### src/hw/cell_link_cfg.svh
`ifndef CELL_LINK_CFG_SVH
`define CELL_LINK_CFG_SVH

// ------------------------------------------------------------
// Register byte offsets
// ------------------------------------------------------------
`define OFS_TXRX_CFG_SET 12'hb58
`define OFS_TXRX_CFG_CLR 12'hb5c
`define OFS_LINK_SELECT 12'hb60
`define OFS_EVENT_STATUS 12'hb64
`define OFS_EVENT_MASK 12'hb68
`define OFS_TX_HEC_CTRL 12'hb6c

// ------------------------------------------------------------
// Reset values and writable masks
// ------------------------------------------------------------
`define RST_TXRX_CFG 32'h78016e00
`define WMASK_TXRX_CFG 32'hf83ffeff
`define RST_LINK_SELECT 32'h00001f1f
`define WMASK_LINK_SELECT 32'h00071f1f
`define RST_TX_HEC_CTRL 8'h00

// ------------------------------------------------------------
// Configuration field positions
// ------------------------------------------------------------
`define F_TX_DEV_HI 31
`define F_TX_DEV_LO 29
`define F_TX_PAR_ODD 28
`define F_TX_W8 27
`define F_TX_EXTRA_HI 21
`define F_TX_EXTRA_LO 20
`define F_TX_ALIGN_MOD 19
`define F_TX_C52 18
`define F_TX_HEC_DIS 17
`define F_TX_PAR_FULL 16
`define F_RX_DEV_HI 15
`define F_RX_DEV_LO 13
`define F_RX_PAR_EN 12
`define F_RX_PAR_ODD 11
`define F_RX_W8 10
`define F_RX_PAR_FULL 9

// Link select register: port addresses, path routing and 25 Mb/s mode
`define F_TX_PORT_HI 4
`define F_TX_PORT_LO 0
`define F_RX_PORT_HI 12
`define F_RX_PORT_LO 8
`define F_TX_INTERNAL 16
`define F_RX_INTERNAL 17
`define F_MODE_25M 18

// Event status / mask bits
`define EV_CELL_SENT 0
`define EV_RX_PAR_ERR 1

// ------------------------------------------------------------
// Codes and cell geometry
// ------------------------------------------------------------
`define DEV_FRAME 3'h1
`define DEV_CELL 3'h3
`define PORT_UNUSED 5'h1f
`define CELL_HDR_BYTES 7'h04
`define CELL_PAYLOAD_BYTES 7'h30
`define AXI_OKAY 2'h0
`define AXI_SLVERR 2'h2

`endif

### src/hw/cell_link_pkg.sv
package cell_link_pkg;

  typedef enum logic [0:0] {
    st_idle = 1'b0,
    st_send = 1'b1
  } tx_state_e;

  typedef enum logic [1:0] {
    slot_src = 2'b00,
    slot_hec = 2'b01,
    slot_pad = 2'b10
  } slot_kind_e;

endpackage : cell_link_pkg

### src/hw/cell_link_phy_config.sv
`timescale 1ns/10ps
`default_nettype none
`include "cell_link_cfg.svh"

module cell_link_phy_config
  import cell_link_pkg::*;
(
  input wire logic aclk,
  input wire logic aresetn,
  input wire logic [11:0] s_axi_awaddr,
  input wire logic s_axi_awvalid,
  output logic s_axi_awready,
  input wire logic [31:0] s_axi_wdata,
  input wire logic [3:0] s_axi_wstrb,
  input wire logic s_axi_wvalid,
  output logic s_axi_wready,
  output logic [1:0] s_axi_bresp,
  output logic s_axi_bvalid,
  input wire logic s_axi_bready,
  input wire logic [11:0] s_axi_araddr,
  input wire logic s_axi_arvalid,
  output logic s_axi_arready,
  output logic [31:0] s_axi_rdata,
  output logic [1:0] s_axi_rresp,
  output logic s_axi_rvalid,
  input wire logic s_axi_rready,
  input wire logic [7:0] sb_data,
  input wire logic sb_valid,
  output logic sb_ready,
  output logic [15:0] tx_phy_data_lines,
  output logic [1:0] tx_phy_parity_lines,
  output logic tx_phy_valid,
  output logic tx_phy_soc,
  input wire logic [2:0] hdlc_rx_lines,
  input wire logic [15:0] rx_phy_data_lines,
  input wire logic [1:0] rx_phy_parity_lines,
  input wire logic rx_phy_valid,
  output logic rx_parity_error,
  output logic irq
);

  // ----------------------------------------------------------
  // Register bus
  // ----------------------------------------------------------
  logic [31:0] cfg_q;
  logic [31:0] lsel_q;
  logic [1:0] status_q;
  logic [1:0] mask_q;
  logic [7:0] hec_ctrl_q;
  logic aw_have_q;
  logic w_have_q;
  logic [11:0] awaddr_q;
  logic [31:0] wdata_q;
  logic [3:0] wstrb_q;
  logic awready_q;
  logic wready_q;
  logic bvalid_q;
  logic [1:0] bresp_q;
  logic arready_q;
  logic rvalid_q;
  logic [1:0] rresp_q;
  logic [31:0] rdata_q;
  logic [31:0] bmask;
  logic wr_fire;
  logic [1:0] ev_set;

  assign bmask = {{8{wstrb_q[3]}}, {8{wstrb_q[2]}}, {8{wstrb_q[1]}}, {8{wstrb_q[0]}}};
  assign wr_fire = aw_have_q && w_have_q && !bvalid_q;

  always_ff @(posedge aclk) begin
    if (!aresetn) begin
      aw_have_q <= 1'b0;
      awaddr_q <= 12'h000;
      awready_q <= 1'b0;
    end else if (s_axi_awvalid && awready_q) begin
      aw_have_q <= 1'b1;
      awaddr_q <= s_axi_awaddr;
      awready_q <= 1'b0;
    end else if (wr_fire) begin
      aw_have_q <= 1'b0;
    end else begin
      awready_q <= !aw_have_q && !bvalid_q;
    end
  end

  always_ff @(posedge aclk) begin
    if (!aresetn) begin
      w_have_q <= 1'b0;
      wdata_q <= 32'h0000_0000;
      wstrb_q <= 4'h0;
      wready_q <= 1'b0;
    end else if (s_axi_wvalid && wready_q) begin
      w_have_q <= 1'b1;
      wdata_q <= s_axi_wdata;
      wstrb_q <= s_axi_wstrb;
      wready_q <= 1'b0;
    end else if (wr_fire) begin
      w_have_q <= 1'b0;
    end else begin
      wready_q <= !w_have_q && !bvalid_q;
    end
  end

  always_ff @(posedge aclk) begin
    if (!aresetn) begin
      bvalid_q <= 1'b0;
      bresp_q <= `AXI_OKAY;
    end else if (wr_fire) begin
      bvalid_q <= 1'b1;
      case (awaddr_q)
        `OFS_TXRX_CFG_SET, `OFS_TXRX_CFG_CLR, `OFS_LINK_SELECT,
        `OFS_EVENT_STATUS, `OFS_EVENT_MASK, `OFS_TX_HEC_CTRL: bresp_q <= `AXI_OKAY;
        default: bresp_q <= `AXI_SLVERR;
      endcase
    end else if (bvalid_q && s_axi_bready) begin
      bvalid_q <= 1'b0;
    end
  end

  // Set/clear pair: one-bits written to the set offset set, to the clear offset clear
  always_ff @(posedge aclk) begin
    if (!aresetn) begin
      cfg_q <= `RST_TXRX_CFG;
    end else if (wr_fire && awaddr_q == `OFS_TXRX_CFG_SET) begin
      cfg_q <= cfg_q | (wdata_q & bmask & `WMASK_TXRX_CFG);
    end else if (wr_fire && awaddr_q == `OFS_TXRX_CFG_CLR) begin
      cfg_q <= cfg_q & ~(wdata_q & bmask & `WMASK_TXRX_CFG);
    end
  end

  always_ff @(posedge aclk) begin
    if (!aresetn) begin
      lsel_q <= `RST_LINK_SELECT;
      mask_q <= 2'h0;
      hec_ctrl_q <= `RST_TX_HEC_CTRL;
    end else if (wr_fire) begin
      if (awaddr_q == `OFS_LINK_SELECT) begin
        lsel_q <= (lsel_q & ~(bmask & `WMASK_LINK_SELECT)) | (wdata_q & bmask & `WMASK_LINK_SELECT);
      end
      if (awaddr_q == `OFS_EVENT_MASK && wstrb_q[0]) begin
        mask_q <= wdata_q[1:0];
      end
      if (awaddr_q == `OFS_TX_HEC_CTRL && wstrb_q[0]) begin
        hec_ctrl_q <= wdata_q[7:0];
      end
    end
  end

  // Sticky events: a new event beats a write-one clear in the same cycle
  always_ff @(posedge aclk) begin
    if (!aresetn) begin
      status_q <= 2'h0;
    end else if (wr_fire && awaddr_q == `OFS_EVENT_STATUS && wstrb_q[0]) begin
      status_q <= (status_q & ~wdata_q[1:0]) | ev_set;
    end else begin
      status_q <= status_q | ev_set;
    end
  end

  always_ff @(posedge aclk) begin
    if (!aresetn) begin
      irq <= 1'b0;
    end else begin
      irq <= |(status_q & mask_q);
    end
  end

  always_ff @(posedge aclk) begin
    if (!aresetn) begin
      arready_q <= 1'b0;
      rvalid_q <= 1'b0;
      rresp_q <= `AXI_OKAY;
      rdata_q <= 32'h0000_0000;
    end else if (s_axi_arvalid && arready_q) begin
      arready_q <= 1'b0;
      rvalid_q <= 1'b1;
      rresp_q <= `AXI_OKAY;
      case (s_axi_araddr)
        `OFS_TXRX_CFG_SET, `OFS_TXRX_CFG_CLR: rdata_q <= cfg_q;
        `OFS_LINK_SELECT: rdata_q <= lsel_q;
        `OFS_EVENT_STATUS: rdata_q <= {30'h0, status_q};
        `OFS_EVENT_MASK: rdata_q <= {30'h0, mask_q};
        `OFS_TX_HEC_CTRL: rdata_q <= {24'h0, hec_ctrl_q};
        default: begin
          rdata_q <= 32'h0000_0000;
          rresp_q <= `AXI_SLVERR;
        end
      endcase
    end else if (rvalid_q && s_axi_rready) begin
      rvalid_q <= 1'b0;
    end else begin
      arready_q <= !rvalid_q;
    end
  end

  assign s_axi_awready = awready_q;
  assign s_axi_wready = wready_q;
  assign s_axi_bvalid = bvalid_q;
  assign s_axi_bresp = bresp_q;
  assign s_axi_arready = arready_q;
  assign s_axi_rvalid = rvalid_q;
  assign s_axi_rresp = rresp_q;
  assign s_axi_rdata = rdata_q;

  // ----------------------------------------------------------
  // Effective configuration
  // ----------------------------------------------------------
  logic tx_int;
  logic rx_int;
  logic skip_upper;
  logic tx_cell;
  logic [1:0] eff_extra;
  logic eff_c52;
  logic eff_mod;
  logic eff_hec_dis;
  logic eff_par_full;
  logic tx_w16;

  assign tx_int = lsel_q[`F_TX_INTERNAL];
  assign rx_int = lsel_q[`F_RX_INTERNAL];
  assign skip_upper = tx_int ^ rx_int;
  assign tx_cell = (cfg_q[`F_TX_DEV_HI:`F_TX_DEV_LO] == `DEV_CELL)
                   && (lsel_q[`F_TX_PORT_HI:`F_TX_PORT_LO] != `PORT_UNUSED);
  // no extras in 25 Mb/s mode
  assign eff_extra = (tx_cell && !lsel_q[`F_MODE_25M]) ? cfg_q[`F_TX_EXTRA_HI:`F_TX_EXTRA_LO] : 2'h0;
  assign eff_c52 = tx_cell && cfg_q[`F_TX_C52];
  assign eff_mod = tx_cell && cfg_q[`F_TX_ALIGN_MOD];
  assign eff_hec_dis = tx_cell && cfg_q[`F_TX_HEC_DIS];
  assign eff_par_full = !tx_cell || cfg_q[`F_TX_PAR_FULL];
  assign tx_w16 = !cfg_q[`F_TX_W8];

  // ----------------------------------------------------------
  // Transmit cell assembly
  // ----------------------------------------------------------
  // Layout is frozen at cell start so a mid-cell write cannot tear a cell.
  tx_state_e state_q;
  logic [6:0] pos_q;
  logic [6:0] pos_d;
  logic [6:0] lay_e_q;
  logic lay_c52_q;
  logic lay_hpad_q;
  logic lay_drop_q;
  logic lay_w16_q;
  logic lay_hec_dis_q;
  logic lay_full_q;
  logic [6:0] lay_total_q;
  logic [6:0] base_len;
  logic [6:0] new_total;
  logic new_hpad;
  logic new_drop;
  slot_kind_e kind;
  slot_kind_e kind_next;
  logic slot_done;
  logic [7:0] slot_byte;
  logic emit;
  logic half_q;
  logic [7:0] hi_q;
  logic [15:0] word_q;
  logic [15:0] word_nx;
  logic first_q;

  function automatic slot_kind_e slot_of(input logic [6:0] p, input logic [6:0] e,
                                         input logic c52, input logic hpad);
    slot_kind_e k;
    k = slot_src;
    if (!c52 && p == e + `CELL_HDR_BYTES) begin
      k = slot_hec;
    end else if (hpad && p == e + `CELL_HDR_BYTES + 7'h01) begin
      k = slot_pad;
    end else if (p >= e + `CELL_HDR_BYTES + `CELL_PAYLOAD_BYTES + {6'h0, !c52} + {6'h0, hpad}) begin
      k = slot_pad;
    end
    return k;
  endfunction : slot_of

  assign new_hpad = tx_w16 && !eff_c52 && !(eff_mod && eff_extra != 2'h0);
  // three extras cannot fit: first one is truncated
  assign new_drop = new_hpad && eff_extra == 2'h3;
  // 52-byte cells carry no HEC slot
  assign base_len = {5'h0, eff_extra} + `CELL_HDR_BYTES + `CELL_PAYLOAD_BYTES
                    + {6'h0, !eff_c52} + {6'h0, new_hpad} - {6'h0, new_drop};
  assign new_total = base_len + {6'h0, tx_w16 && base_len[0]} + {6'h0, new_drop};

  assign kind = slot_of(pos_q, lay_e_q, lay_c52_q, lay_hpad_q);
  assign slot_done = (state_q == st_send) && ((kind != slot_src) || (sb_valid && sb_ready));
  assign pos_d = pos_q + 7'h01;
  assign kind_next = slot_of(pos_d, lay_e_q, lay_c52_q, lay_hpad_q);
  // prepended bytes come from the buffer; only a truncated one is dropped
  assign emit = slot_done && !(lay_drop_q && pos_q == 7'h00);

  always_comb begin
    slot_byte = sb_data;
    case (kind)
      slot_hec: slot_byte = lay_hec_dis_q ? 8'h00 : hec_ctrl_q;
      slot_pad: slot_byte = 8'h00;
      default: slot_byte = sb_data;
    endcase
  end

  always_ff @(posedge aclk) begin
    if (!aresetn) begin
      state_q <= st_idle;
      pos_q <= 7'h00;
      sb_ready <= 1'b0;
      lay_e_q <= 7'h00;
      lay_c52_q <= 1'b0;
      lay_hpad_q <= 1'b0;
      lay_drop_q <= 1'b0;
      lay_w16_q <= 1'b0;
      lay_hec_dis_q <= 1'b0;
      lay_full_q <= 1'b1;
      lay_total_q <= 7'h00;
    end else begin
      case (state_q)
        st_idle: begin
          if (sb_valid) begin
            state_q <= st_send;
            pos_q <= 7'h00;
            lay_e_q <= {5'h0, eff_extra};
            lay_c52_q <= eff_c52;
            lay_hpad_q <= new_hpad;
            lay_drop_q <= new_drop;
            lay_w16_q <= tx_w16;
            lay_hec_dis_q <= eff_hec_dis;
            lay_full_q <= eff_par_full;
            lay_total_q <= new_total;
            sb_ready <= 1'b1;
          end
        end
        st_send: begin
          if (slot_done) begin
            if (pos_d == lay_total_q) begin
              state_q <= st_idle;
              sb_ready <= 1'b0;
            end else begin
              pos_q <= pos_d;
              sb_ready <= (kind_next == slot_src);
            end
          end
        end
        default: begin
          state_q <= st_idle;
          sb_ready <= 1'b0;
        end
      endcase
    end
  end

  // 16-bit path: first byte of a pair rides the high lane
  always_ff @(posedge aclk) begin
    if (!aresetn) begin
      half_q <= 1'b0;
      hi_q <= 8'h00;
      word_q <= 16'h0000;
      tx_phy_valid <= 1'b0;
      tx_phy_soc <= 1'b0;
      tx_phy_parity_lines <= 2'h0;
      first_q <= 1'b1;
    end else begin
      tx_phy_valid <= 1'b0;
      if (emit && lay_w16_q && !half_q) begin
        half_q <= 1'b1;
        hi_q <= slot_byte;
      end else if (emit) begin
        half_q <= 1'b0;
        tx_phy_valid <= 1'b1;
        tx_phy_soc <= first_q;
        first_q <= 1'b0;
        if (lay_w16_q) begin
          word_q <= {hi_q, slot_byte};
          // one full-width bit or two per-byte bits
          if (lay_full_q) begin
            tx_phy_parity_lines <= {((^{hi_q, slot_byte}) ^ cfg_q[`F_TX_PAR_ODD]) & !skip_upper,
                                    (^{hi_q, slot_byte}) ^ cfg_q[`F_TX_PAR_ODD]};
          end else begin
            tx_phy_parity_lines <= {((^hi_q) ^ cfg_q[`F_TX_PAR_ODD]) & !skip_upper,
                                    (^slot_byte) ^ cfg_q[`F_TX_PAR_ODD]};
          end
        end else begin
          word_q <= {8'h00, slot_byte};
          tx_phy_parity_lines <= {1'b0, (^slot_byte) ^ cfg_q[`F_TX_PAR_ODD]};
        end
      end
      if (slot_done && pos_d == lay_total_q) begin
        first_q <= 1'b1;
      end
    end
  end

  // Next word formed here so the data lines move with the valid pulse
  always_comb begin
    word_nx = word_q;
    if (emit && !(lay_w16_q && !half_q)) begin
      word_nx = lay_w16_q ? {hi_q, slot_byte} : {8'h00, slot_byte};
    end
  end

  // lines 15 to 13 shared with receive HDLC
  always_ff @(posedge aclk) begin
    if (!aresetn) begin
      tx_phy_data_lines <= 16'h0000;
    end else if (rx_int && !tx_int && !cfg_q[`F_RX_W8]) begin
      tx_phy_data_lines <= {hdlc_rx_lines, word_nx[12:0]};
    end else begin
      tx_phy_data_lines <= word_nx;
    end
  end

  // ----------------------------------------------------------
  // Receive parity check
  // ----------------------------------------------------------
  logic rx_used;
  logic rx_frame;
  logic rx_w8;
  logic rx_odd;
  logic rx_err;

  // only known codes on a used port
  assign rx_used = (lsel_q[`F_RX_PORT_HI:`F_RX_PORT_LO] != `PORT_UNUSED)
                   && ((cfg_q[`F_RX_DEV_HI:`F_RX_DEV_LO] == `DEV_FRAME)
                       || (cfg_q[`F_RX_DEV_HI:`F_RX_DEV_LO] == `DEV_CELL));
  assign rx_frame = cfg_q[`F_RX_DEV_HI:`F_RX_DEV_LO] == `DEV_FRAME;
  assign rx_w8 = cfg_q[`F_RX_W8];
  assign rx_odd = cfg_q[`F_RX_PAR_ODD];

  always_comb begin
    rx_err = 1'b0;
    if (rx_w8) begin
      // 8-bit with bit clear uses line one, except frame devices
      if (!cfg_q[`F_RX_PAR_FULL] && !rx_frame) begin
        rx_err = ((^rx_phy_data_lines[7:0]) ^ rx_odd) != rx_phy_parity_lines[1];
      end else begin
        rx_err = ((^rx_phy_data_lines[7:0]) ^ rx_odd) != rx_phy_parity_lines[0];
      end
    end else if (cfg_q[`F_RX_PAR_FULL] && !rx_frame && !skip_upper) begin
      rx_err = ((^rx_phy_data_lines) ^ rx_odd) != rx_phy_parity_lines[1];
    end else begin
      rx_err = (((^rx_phy_data_lines[7:0]) ^ rx_odd) != rx_phy_parity_lines[0])
               || (!skip_upper && (((^rx_phy_data_lines[15:8]) ^ rx_odd) != rx_phy_parity_lines[1]));
    end
  end

  always_ff @(posedge aclk) begin
    if (!aresetn) begin
      rx_parity_error <= 1'b0;
    end else begin
      rx_parity_error <= rx_phy_valid && cfg_q[`F_RX_PAR_EN] && rx_used && rx_err;
    end
  end

  assign ev_set = {rx_parity_error, tx_phy_valid && tx_phy_soc};

endmodule : cell_link_phy_config

`default_nettype wire

### config.mk
export PLATFORM = sky130hd
export DESIGN_NAME = cell_link_phy_config
export DESIGN_NICKNAME = d
export VERILOG_FILES = /design/src/hw/cell_link_pkg.sv /design/src/hw/cell_link_phy_config.sv
export VERILOG_INCLUDE_DIRS = /design/src /design/src/hw
export SDC_FILE = /design/constraint.sdc
export NUM_CORES = 1
export LEC_CHECK = 0
export ABC_AREA = 1
export BUFFER_PORTS_ARGS = -buffer_cell sky130_fd_sc_hd__clkbuf_2
export CAP_MARGIN = 20
export CORE_ASPECT_RATIO = 1.5
export CORE_MARGIN = 2
export CORE_UTILIZATION = 50
export CTS_CLUSTER_DIAMETER = 100
export DETAILED_ROUTE_END_ITERATION = 8
export PLACE_DENSITY = 0.73
export SLEW_MARGIN = 20
export SYNTH_ARGS = -nofsm -noshare
export SYNTH_HDL_FRONTEND = slang
export SYNTH_SLANG_ARGS = --single-unit
export TNS_END_PERCENT = 50
### constraint.sdc
create_clock -name aclk -period 3.05 [get_ports aclk]
set_clock_uncertainty 0.2 [all_clocks]
set_input_delay 0.305 -clock aclk [delete_from_list [all_inputs] [get_ports aclk]]
set_output_delay 0.305 -clock aclk [all_outputs]
set_load 0.05 [all_outputs]
==> results summary, run 1 <==
Summing the areas of all xor and xnor instances in the mapped netlist gives 3.22% of the synthesized area. The endpoint arrival time on the critical path is 3.23 ns. The maximum root-to-sink buffer count came out at 3. The placer congestion estimate came out at 0.887. The number of I/O pins came out at 162. The final route contains 8,902 vias. The average instance in the mapped netlist occupies 7.57 sq um. The level count of the clock H-tree came out at 1. The final-report setup violation count came out at 2. The clock reaches the later pin of the worst-skew pair after 0.50 ns. The checks that failed: setup timing. TritonCTS built the clock tree. The sequential standard cell area is 4050 sq um.

The standard cell core area came out at 17,800 sq um. Leaving out fill and tap cells, the most frequent cell in the layout is nand2_1. The flow ran to the end, but the final reports show violations. Of the total synthesized cell area, the portion taken by full adders, half adders and majority gates is 2.98%. Of the total synthesized cell area, the portion taken by AND, OR, NAND and NOR gates is 19.9%. The standard-cell row count is 60.

The total routed wirelength came out at 25.5 mm. The max-capacitance violation count came out at 0. The number of antenna violations at the first check in global routing came out at 0. In the routed design, unresolved DRC markers number 0. The die extent in y came out at 168 um. The max-slew violation count came out at 0. Buffers inserted during clock tree synthesis total 19.

Dividing the detail-routed wire length by the instance count gives 15.3 um. For this run, the top clock speed supported by timing is 0.325 GHz. The compound-cell area share of the yosys netlist is 20.7%. Entering global routing, the biggest net connects 128 pins. The part of the power in registers is 43.6%. The register clock-pin slew on the reported worst setup and hold paths is 0.06 ns. The critical path data required time is 3.21 ns. The number of global-route vias before repair was 8,542.

The post-synthesis sequential element count is 202. The number of nets still failing antenna checks after routing is 0. The share of total power in the clock network is 39.7%.

The tightest min-delay check is of the in2reg type. Setup repair after global routing could not meet its margin everywhere. The count of antenna diodes in the layout is 0. The x dimension of the die came out at 113 um. The number of synthesis warnings came out at 0. The analysis attributes to net switching a power of 1.78 mW. The total grt overflow is 0.

The category of the worst setup path capture point is a register. In this run the clock root is driven by a clkbuf_16. By area, the combinational part of the netlist is dominated by compound AO/OA/AOI/OAI gates. The switching power share of the total came out at 27.4%. STA classifies the critical path startpoint as a register. The share of post-route cells with drive strength above 1 is 24.7%.

The final layout contains 1,553 nets. The number of hold-slack violations in the final timing report came out at 0. The part of the power in combinational logic is 16.8%. The die area is 19,100 sq um. Of all nets on the critical path, the largest fanout is 4. For this run, the detailed router's first-pass iteration total came to 5. The library cells used most frequently in the layout, excluding fill and tap cells, are nand2_1 (197), dfxtp_1 (196), clkbuf_2 (148). In the routed layout, each cell is associated on average with a via count of 5.35. The shortest clock period the worst path allows after layout is 3.08 ns. The area added between synthesis and finish is 32.2%. The cell area after synthesis came out at 8980 sq um. The slack of the critical path came out at -0.0262 ns. The critical path is of the reg2reg type. The final hold slack came out at 0.0230 ns. In this run the power density over the cells is 548 nW/um^2. In the final layout, the multi-input gates occupy 4530 sq um. The share of synthesized area spent on multiplexers is 0.111%.

Summing the sequential cell areas from Yosys gives 45.0% of the chip area. The actual transition at the worst max-transition pin came out at 0.831 ns. IR analysis of the VDD net gives a maximum drop of 0.505 mV.

The HPWL after detailed placement is 17.2 mm. The first global-routing pass estimated 40.2 mm of wire. The setup TNS is -0.0265 ns.

The worst-case headroom to the max-slew limit came out at 44.6%. The cell count after synthesis came out at 1,186. The count of buffers added on input and output ports is 149. The initial detailed-routing violation count is 536.

The number of sinks on the clock net came out at 202. The analysis attributes to cell leakage a power of 5.31 nW. The starting utilization of the core area is 50.5%.

For this run, the total global-route usage over all layers was measured as 25.6%. The final-layout fill cell count is 1,468. In the finished design, the share of the clock period the worst path needs comes to 101%. Internal power comes to 4.72 mW.

The distinct cell type count after synthesis is 49.
-- kinds of logic (layout without fill, tap and decap cells) --
kind of cell	after synthesis	in the layout
mux	1	1
flops	202	202
fa+ha+maj	19	19
other cells	1	7
buf+inv	178	434
xor+xnor	33	33
simple gates	415	415
compound gates	337	337
-- routing by layer --
metal	global-route usage [%]	part of all wire, %	vias to the layer above
met2	48.4	53	267
met3	3.60	4.6	89
met4	13.4	5.2	0
met5	0	0	-
li1	-	-	4466
met1	27.1	37	4080
-- synthesized netlist by cell type, drive strengths merged --
| cell | number | area, sq um |
|---|---|---|
| o21ai | 161 | 806 |
| o311ai | 9 | 78.8 |
| fa | 4 | 80.1 |
| o21a | 2 | 15.0 |
| a41oi | 1 | 8.76 |
| a22o | 6 | 52.6 |
| o221a | 1 | 11.3 |
| clkinv | 2 | 8.75 |
| nand3b | 5 | 37.5 |
| xor2 | 16 | 140 |
| nand4 | 10 | 62.6 |
| buf | 19 | 115 |
| o31ai | 1 | 7.51 |
| a21oi | 120 | 601 |
| nor2 | 93 | 369 |
| a221oi | 2 | 17.5 |
| conb | 1 | 3.75 |
| o211ai | 12 | 90.1 |
| mux2i | 1 | 10.0 |
| nor4 | 5 | 46.3 |
| clkbuf | 34 | 130 |
| or2 | 5 | 31.3 |
| inv | 123 | 462 |
| a31oi | 8 | 50.1 |
| ha | 15 | 188 |
| a211oi | 2 | 15.0 |
| nand3 | 46 | 235 |
| a21boi | 1 | 7.51 |
| a311oi | 9 | 78.8 |
| xnor2 | 17 | 149 |
| and3 | 2 | 12.5 |
| dfxtp | 202 | 4040 |
| nor3 | 24 | 136 |
| nand2 | 225 | 860 |
| a32o | 2 | 20.0 |
-- critical path: stages (launching register included) --
cell     delay, ns
dfxtp_2       0.34
inv_2         0.05
nor3_4        0.19
nand3_2       0.14
nand2_4       0.12
inv_6         0.05
nand3_4       0.06
inv_2         0.04
buf_4         0.14
fa_1          0.58
inv_2         0.06
fa_2          0.39
fa_1          0.42
nand2_1       0.10
a21oi_1       0.06
-- layout make-up --
class,instances,area share (%)
Clock buffer,24,4.42
Timing Repair Buffer,275,15.6
Sequential cell,202,34.1
Inverter,125,4.06
Timing Repair inverter,1,0.0527
Multi-Input combinational cell,812,38.2
Tap cell,217,2.29
Clock inverter,9,1.28
-- per-stage QoR --
step | std cells | area, sq um | worst slack [ns] | power, mW | utilization [%]
6_report | 1665 | 11900 | -0.0262 | 6.50 | 66.7
5_1_grt | 1665 | 11900 | -0.181 | 6.74 | 66.7
4_1_cts | 1659 | 11600 | -0.0167 | 6.45 | 65.2
3_5_place_dp | 1559 | 10200 | -0.240 | 3.84 | 57.4
3_3_place_gp | 1559 | 10200 | -0.136 | 3.82 | 57.4
2_1_floorplan | 1192 | 9000 | 0.0309 | 3.54 | -
-- repair_timing --
| action | in CTS | in global routing |
|---|---|---|
| gates resized for setup | 40 | 71 |
| setup endpoints to repair | 38 | 56 |
| hold endpoints to repair | 50 | 0 |
| hold buffers | 49 | 0 |
| buffers inserted | 17 | 8 |
| gates cloned | 2 | 0 |
| pin swaps | 14 | 38 |
-- worst paths after layout --
check                           slack (ns)             from        endpoint  cells past startpoint
worst min register to register        0.25        word_q[4]       word_q[4]                      2
worst min-delay path                  0.02  s_axi_wdata[27]     wdata_q[27]                      3
worst max register to register       -0.03         register  lay_total_q[2]                     14
worst max-delay path                 -0.03         register  lay_total_q[2]                     14
-- power by group through the flow --
stage	sequential (mW)	combinational [mW]	clock, mW
4_1_cts	2.83	1.02	2.60
2_1_floorplan	2.96	0.574	0
5_1_grt	2.85	1.20	2.69
6_report	2.83	1.09	2.58
3_3_place_gp	2.88	0.932	0
3_5_place_dp	2.89	0.951	0
(Power assumes the default switching activity.)
==> run 2: changes to the inputs <==
Settings changed: SETUP_SLACK_MARGIN set to 0.3, TNS_END_PERCENT 50 to 30.
==> run 2 against run 1 <==
The run still ends with setup timing left. Wire length fell by 1.8%. Via count is 0.80% lower. Die area unchanged. Core utilization increased by 0.12 points. Global-route usage rose by 0.074 points. Power decreased by 0.41%. Critical path type unchanged. Largest cell class unchanged. Highest routed layer unchanged.
==> results summary, run 2 (synthesized netlist as in run 1, its figures left out) <==
The run finished, with violations left. The checks that failed: setup timing. The post-route DRC violation count is 0 (unchanged).

The largest net degree at the start of global routing came out at 68 (-47%). The count of antenna diodes in the layout is 0 (unchanged). The number of nets still failing antenna checks after routing came out at 0 (unchanged).

The total power is 6.47 mW (-0.41%). The total routed wirelength came out at 25.1 mm (-1.8%). The number of buffers and inverters on the critical path came out at 5 (unchanged).

In this run the clock root is driven by a clkbuf_16. The final-report setup violation count came out at 3 (+1). Setup repair after global routing could not meet its margin everywhere. The level count of the clock H-tree is 1 (unchanged). The register clock-pin slew on the reported worst setup and hold paths is 0.06 ns (about the same). The final cycle utilization of the critical path is 101% (about the same).

STA classifies the critical path startpoint as a register. The cell with the largest stage delay on the worst path is fa_2. The total track usage came out at 25.7% (+0.074 points).

The insertion delay of the later-clocked pin in the worst-skew pair was 0.49 ns (about the same). The number of nets in the finished design is 1,541 (-0.77%). The x dimension of the die is 113 um (unchanged). The final cell count without fillers is 1,654 (-0.66%). The path class of the tightest hold or removal check is in2reg. The area added between synthesis and finish came out at 32.5%. The number of sinks on the clock net is 202 (unchanged). The number of I/O pins is 162 (unchanged). The number of buffers inserted during clock tree synthesis came out at 20 (+1). The standard-cell row count came to 60 (unchanged). The max-capacitance violation count was 0 (unchanged).

The max-slew violation count is 0 (unchanged). The via total after detailed routing is 8,831 (-0.80%). The slack of the critical path was -0.0244 ns (+0.00182 ns). The final-layout fill cell count came out at 1,518 (+3.4%). The placed cell count is 1,555 (-0.26%). The setup TNS came to -0.0400 ns (-0.0135 ns). The count of input and output buffers is 149 (unchanged). The worst-case headroom to the max-slew limit is 42.2% (-2.4 points). The post-detailed-route wirelength per cell is 15.1 um (-1.1%). The final hold slack came out at 0.0305 ns (+0.00752 ns). The standard cell core area is 17,800 sq um (unchanged). The minimum setup slack among reg-to-reg paths is -0.02 ns (about the same). The shortest clock period the worst path allows after layout is 3.07 ns (-0.00182 ns).

The initial detailed-routing violation count is 508 (-5.2%). The number of global-route vias before repair came out at 8,431 (-1.3%). The die extent in y is 168 um (unchanged). The cell leakage power is 5.37 nW (+1.1%).

The detailed-router iteration count before antenna repair came to 5 (unchanged). The ratio of routed vias to standard cells came out at 5.34 (-0.14%). The cell class contributing the biggest share of worst-path delay is adder cells. The total grt overflow is 0 (unchanged). The placer congestion estimate is 0.905 (+2.1%). The maximum root-to-sink buffer count was 3 (unchanged). TritonCTS built the clock tree. The die area is 19,100 sq um (unchanged). The wire length of the first global-routing pass is 40.2 mm (about the same).

The starting utilization of the core area came out at 50.5% (unchanged). The category of the worst setup path capture point is a register. The sequential standard cell area was 4050 sq um (about the same). The number of antenna violations at the first check in global routing came out at 0 (unchanged). Leaving out fill and tap cells, the most frequent cell in the layout is dfxtp_1.

The multi-input combinational cell area came out at 4610 sq um (+1.7%). The number of hold-slack violations in the final timing report is 0 (unchanged). The maximum clock rate came out at 0.325 GHz (about the same). Walking the worst path, the cells encountered are fa_2, ha_4, inv_4, ha_4, nand2_2, nand2_1, nand2_1, nand2_2, nand2_4, nand3_2, nand2_2, inv_2, nand2_4, buf_12, nor2_4, inv_4, nand2_8, clkinv_8, nand2_1, o21ai_0. The kind of critical path is reg2reg. The HPWL after detailed placement came out at 17.4 mm (+1.2%). The share of post-route cells with drive strength above 1 came to 25.3% (+0.68 points). In the layout the commonest cells are dfxtp_1 (195), nand2_1 (184), clkbuf_2 (148). The critical path data required time was 3.22 ns (about the same).

The worst-path maximum fanout is 8 (+4). The worst-case vdd ir drop is 0.444 mV (-12%). The post-route core utilization was 66.8% (+0.12 points). The delay of the slowest cell on the worst path is 0.42 ns (-0.16 ns). The endpoint arrival time on the critical path is 3.25 ns (+0.02 ns). The areal power density over the cells came out at 544 nW/um^2 (-0.59%). The actual transition at the worst max-transition pin came out at 0.866 ns (+0.0356 ns).
-- run 2: cell count changes in the layout (fill, tap and decap cells not counted), moves of 3 or more --
cell     previous run  this run
nand3_4             3         0
o21ai_1            17        14
nand2_4             4        11
o21ai_0           141       135
buf_4              71        55
nand2_2            24        29
nand2_1           197       184
o21ai_2             3        12
-- run 2: timing repair --
item | CTS | global route
pin swaps | 42 | 41
gates cloned | 2 | 0
endpoints found under the hold margin | 57 | 0
setup buffers | 7 | 4
endpoints found under the setup margin | 60 | 62
hold buffers | 51 | 0
gates resized for setup | 60 | 79
-- run 2: report_power, final --
group          internal [mW]  leakage, nW  switching, mW  total, mW
sequential              2.75         1.64         0.0868       2.84
clock                   1.48        0.332           1.02       2.51
combinational          0.435         3.39          0.696       1.13
-- run 2: metal layers --
metal | routed length [um] | global-route usage, % | vias to the layer above
met5 | 0 | 0 | -
met4 | 1090 | 11.3 | 0
met3 | 1080 | 3.20 | 74
met2 | 13400 | 48.9 | 272
met1 | 9460 | 28.0 | 4037
li1 | - | - | 4448
-- run 2: cell type report --
cell class | count | share of cell area (%)
repair buffers | 262 | 15.1
inverters | 125 | 4.09
flip-flops and latches | 202 | 34.1
multi-input cells | 812 | 38.7
clock inverters | 8 | 0.842
repair inverters | 1 | 0.137
clock buffers | 27 | 4.78
well taps | 217 | 2.28
-- run 2: worst reg2reg max path, stage by stage, from the launching register on --
cell	delay, ns
dfxtp_2	0.33
fa_2	0.42
ha_4	0.29
inv_4	0.03
ha_4	0.25
nand2_2	0.04
nand2_1	0.06
nand2_1	0.07
nand2_2	0.08
nand2_4	0.10
nand3_2	0.09
nand2_2	0.06
inv_2	0.08
nand2_4	0.07
buf_12	0.14
nor2_4	0.19
inv_4	0.09
nand2_8	0.10
clkinv_8	0.11
nand2_1	0.09
o21ai_0	0.08
-- run 2: final timing paths --
kind / start / to / depth (start not counted)
min reg2reg: word_q[0] / tx_phy_data_lines[0] / 2
min: rx_phy_parity_lines[0] / rx_parity_error / 5
max reg2reg: lay_e_q[0] / word_q[0] / 20
max: lay_e_q[0] / word_q[0] / 20
-- run 2: per-stage QoR --
stage                     cell area (sq um)  worst slack [ns]
after floorplan                        9030             0.157
after global placement                10200            -0.165
after detailed placement              10200            -0.227
after CTS                             11600           0.00596
after global routing                  11900            -0.186
final                                 11900           -0.0244
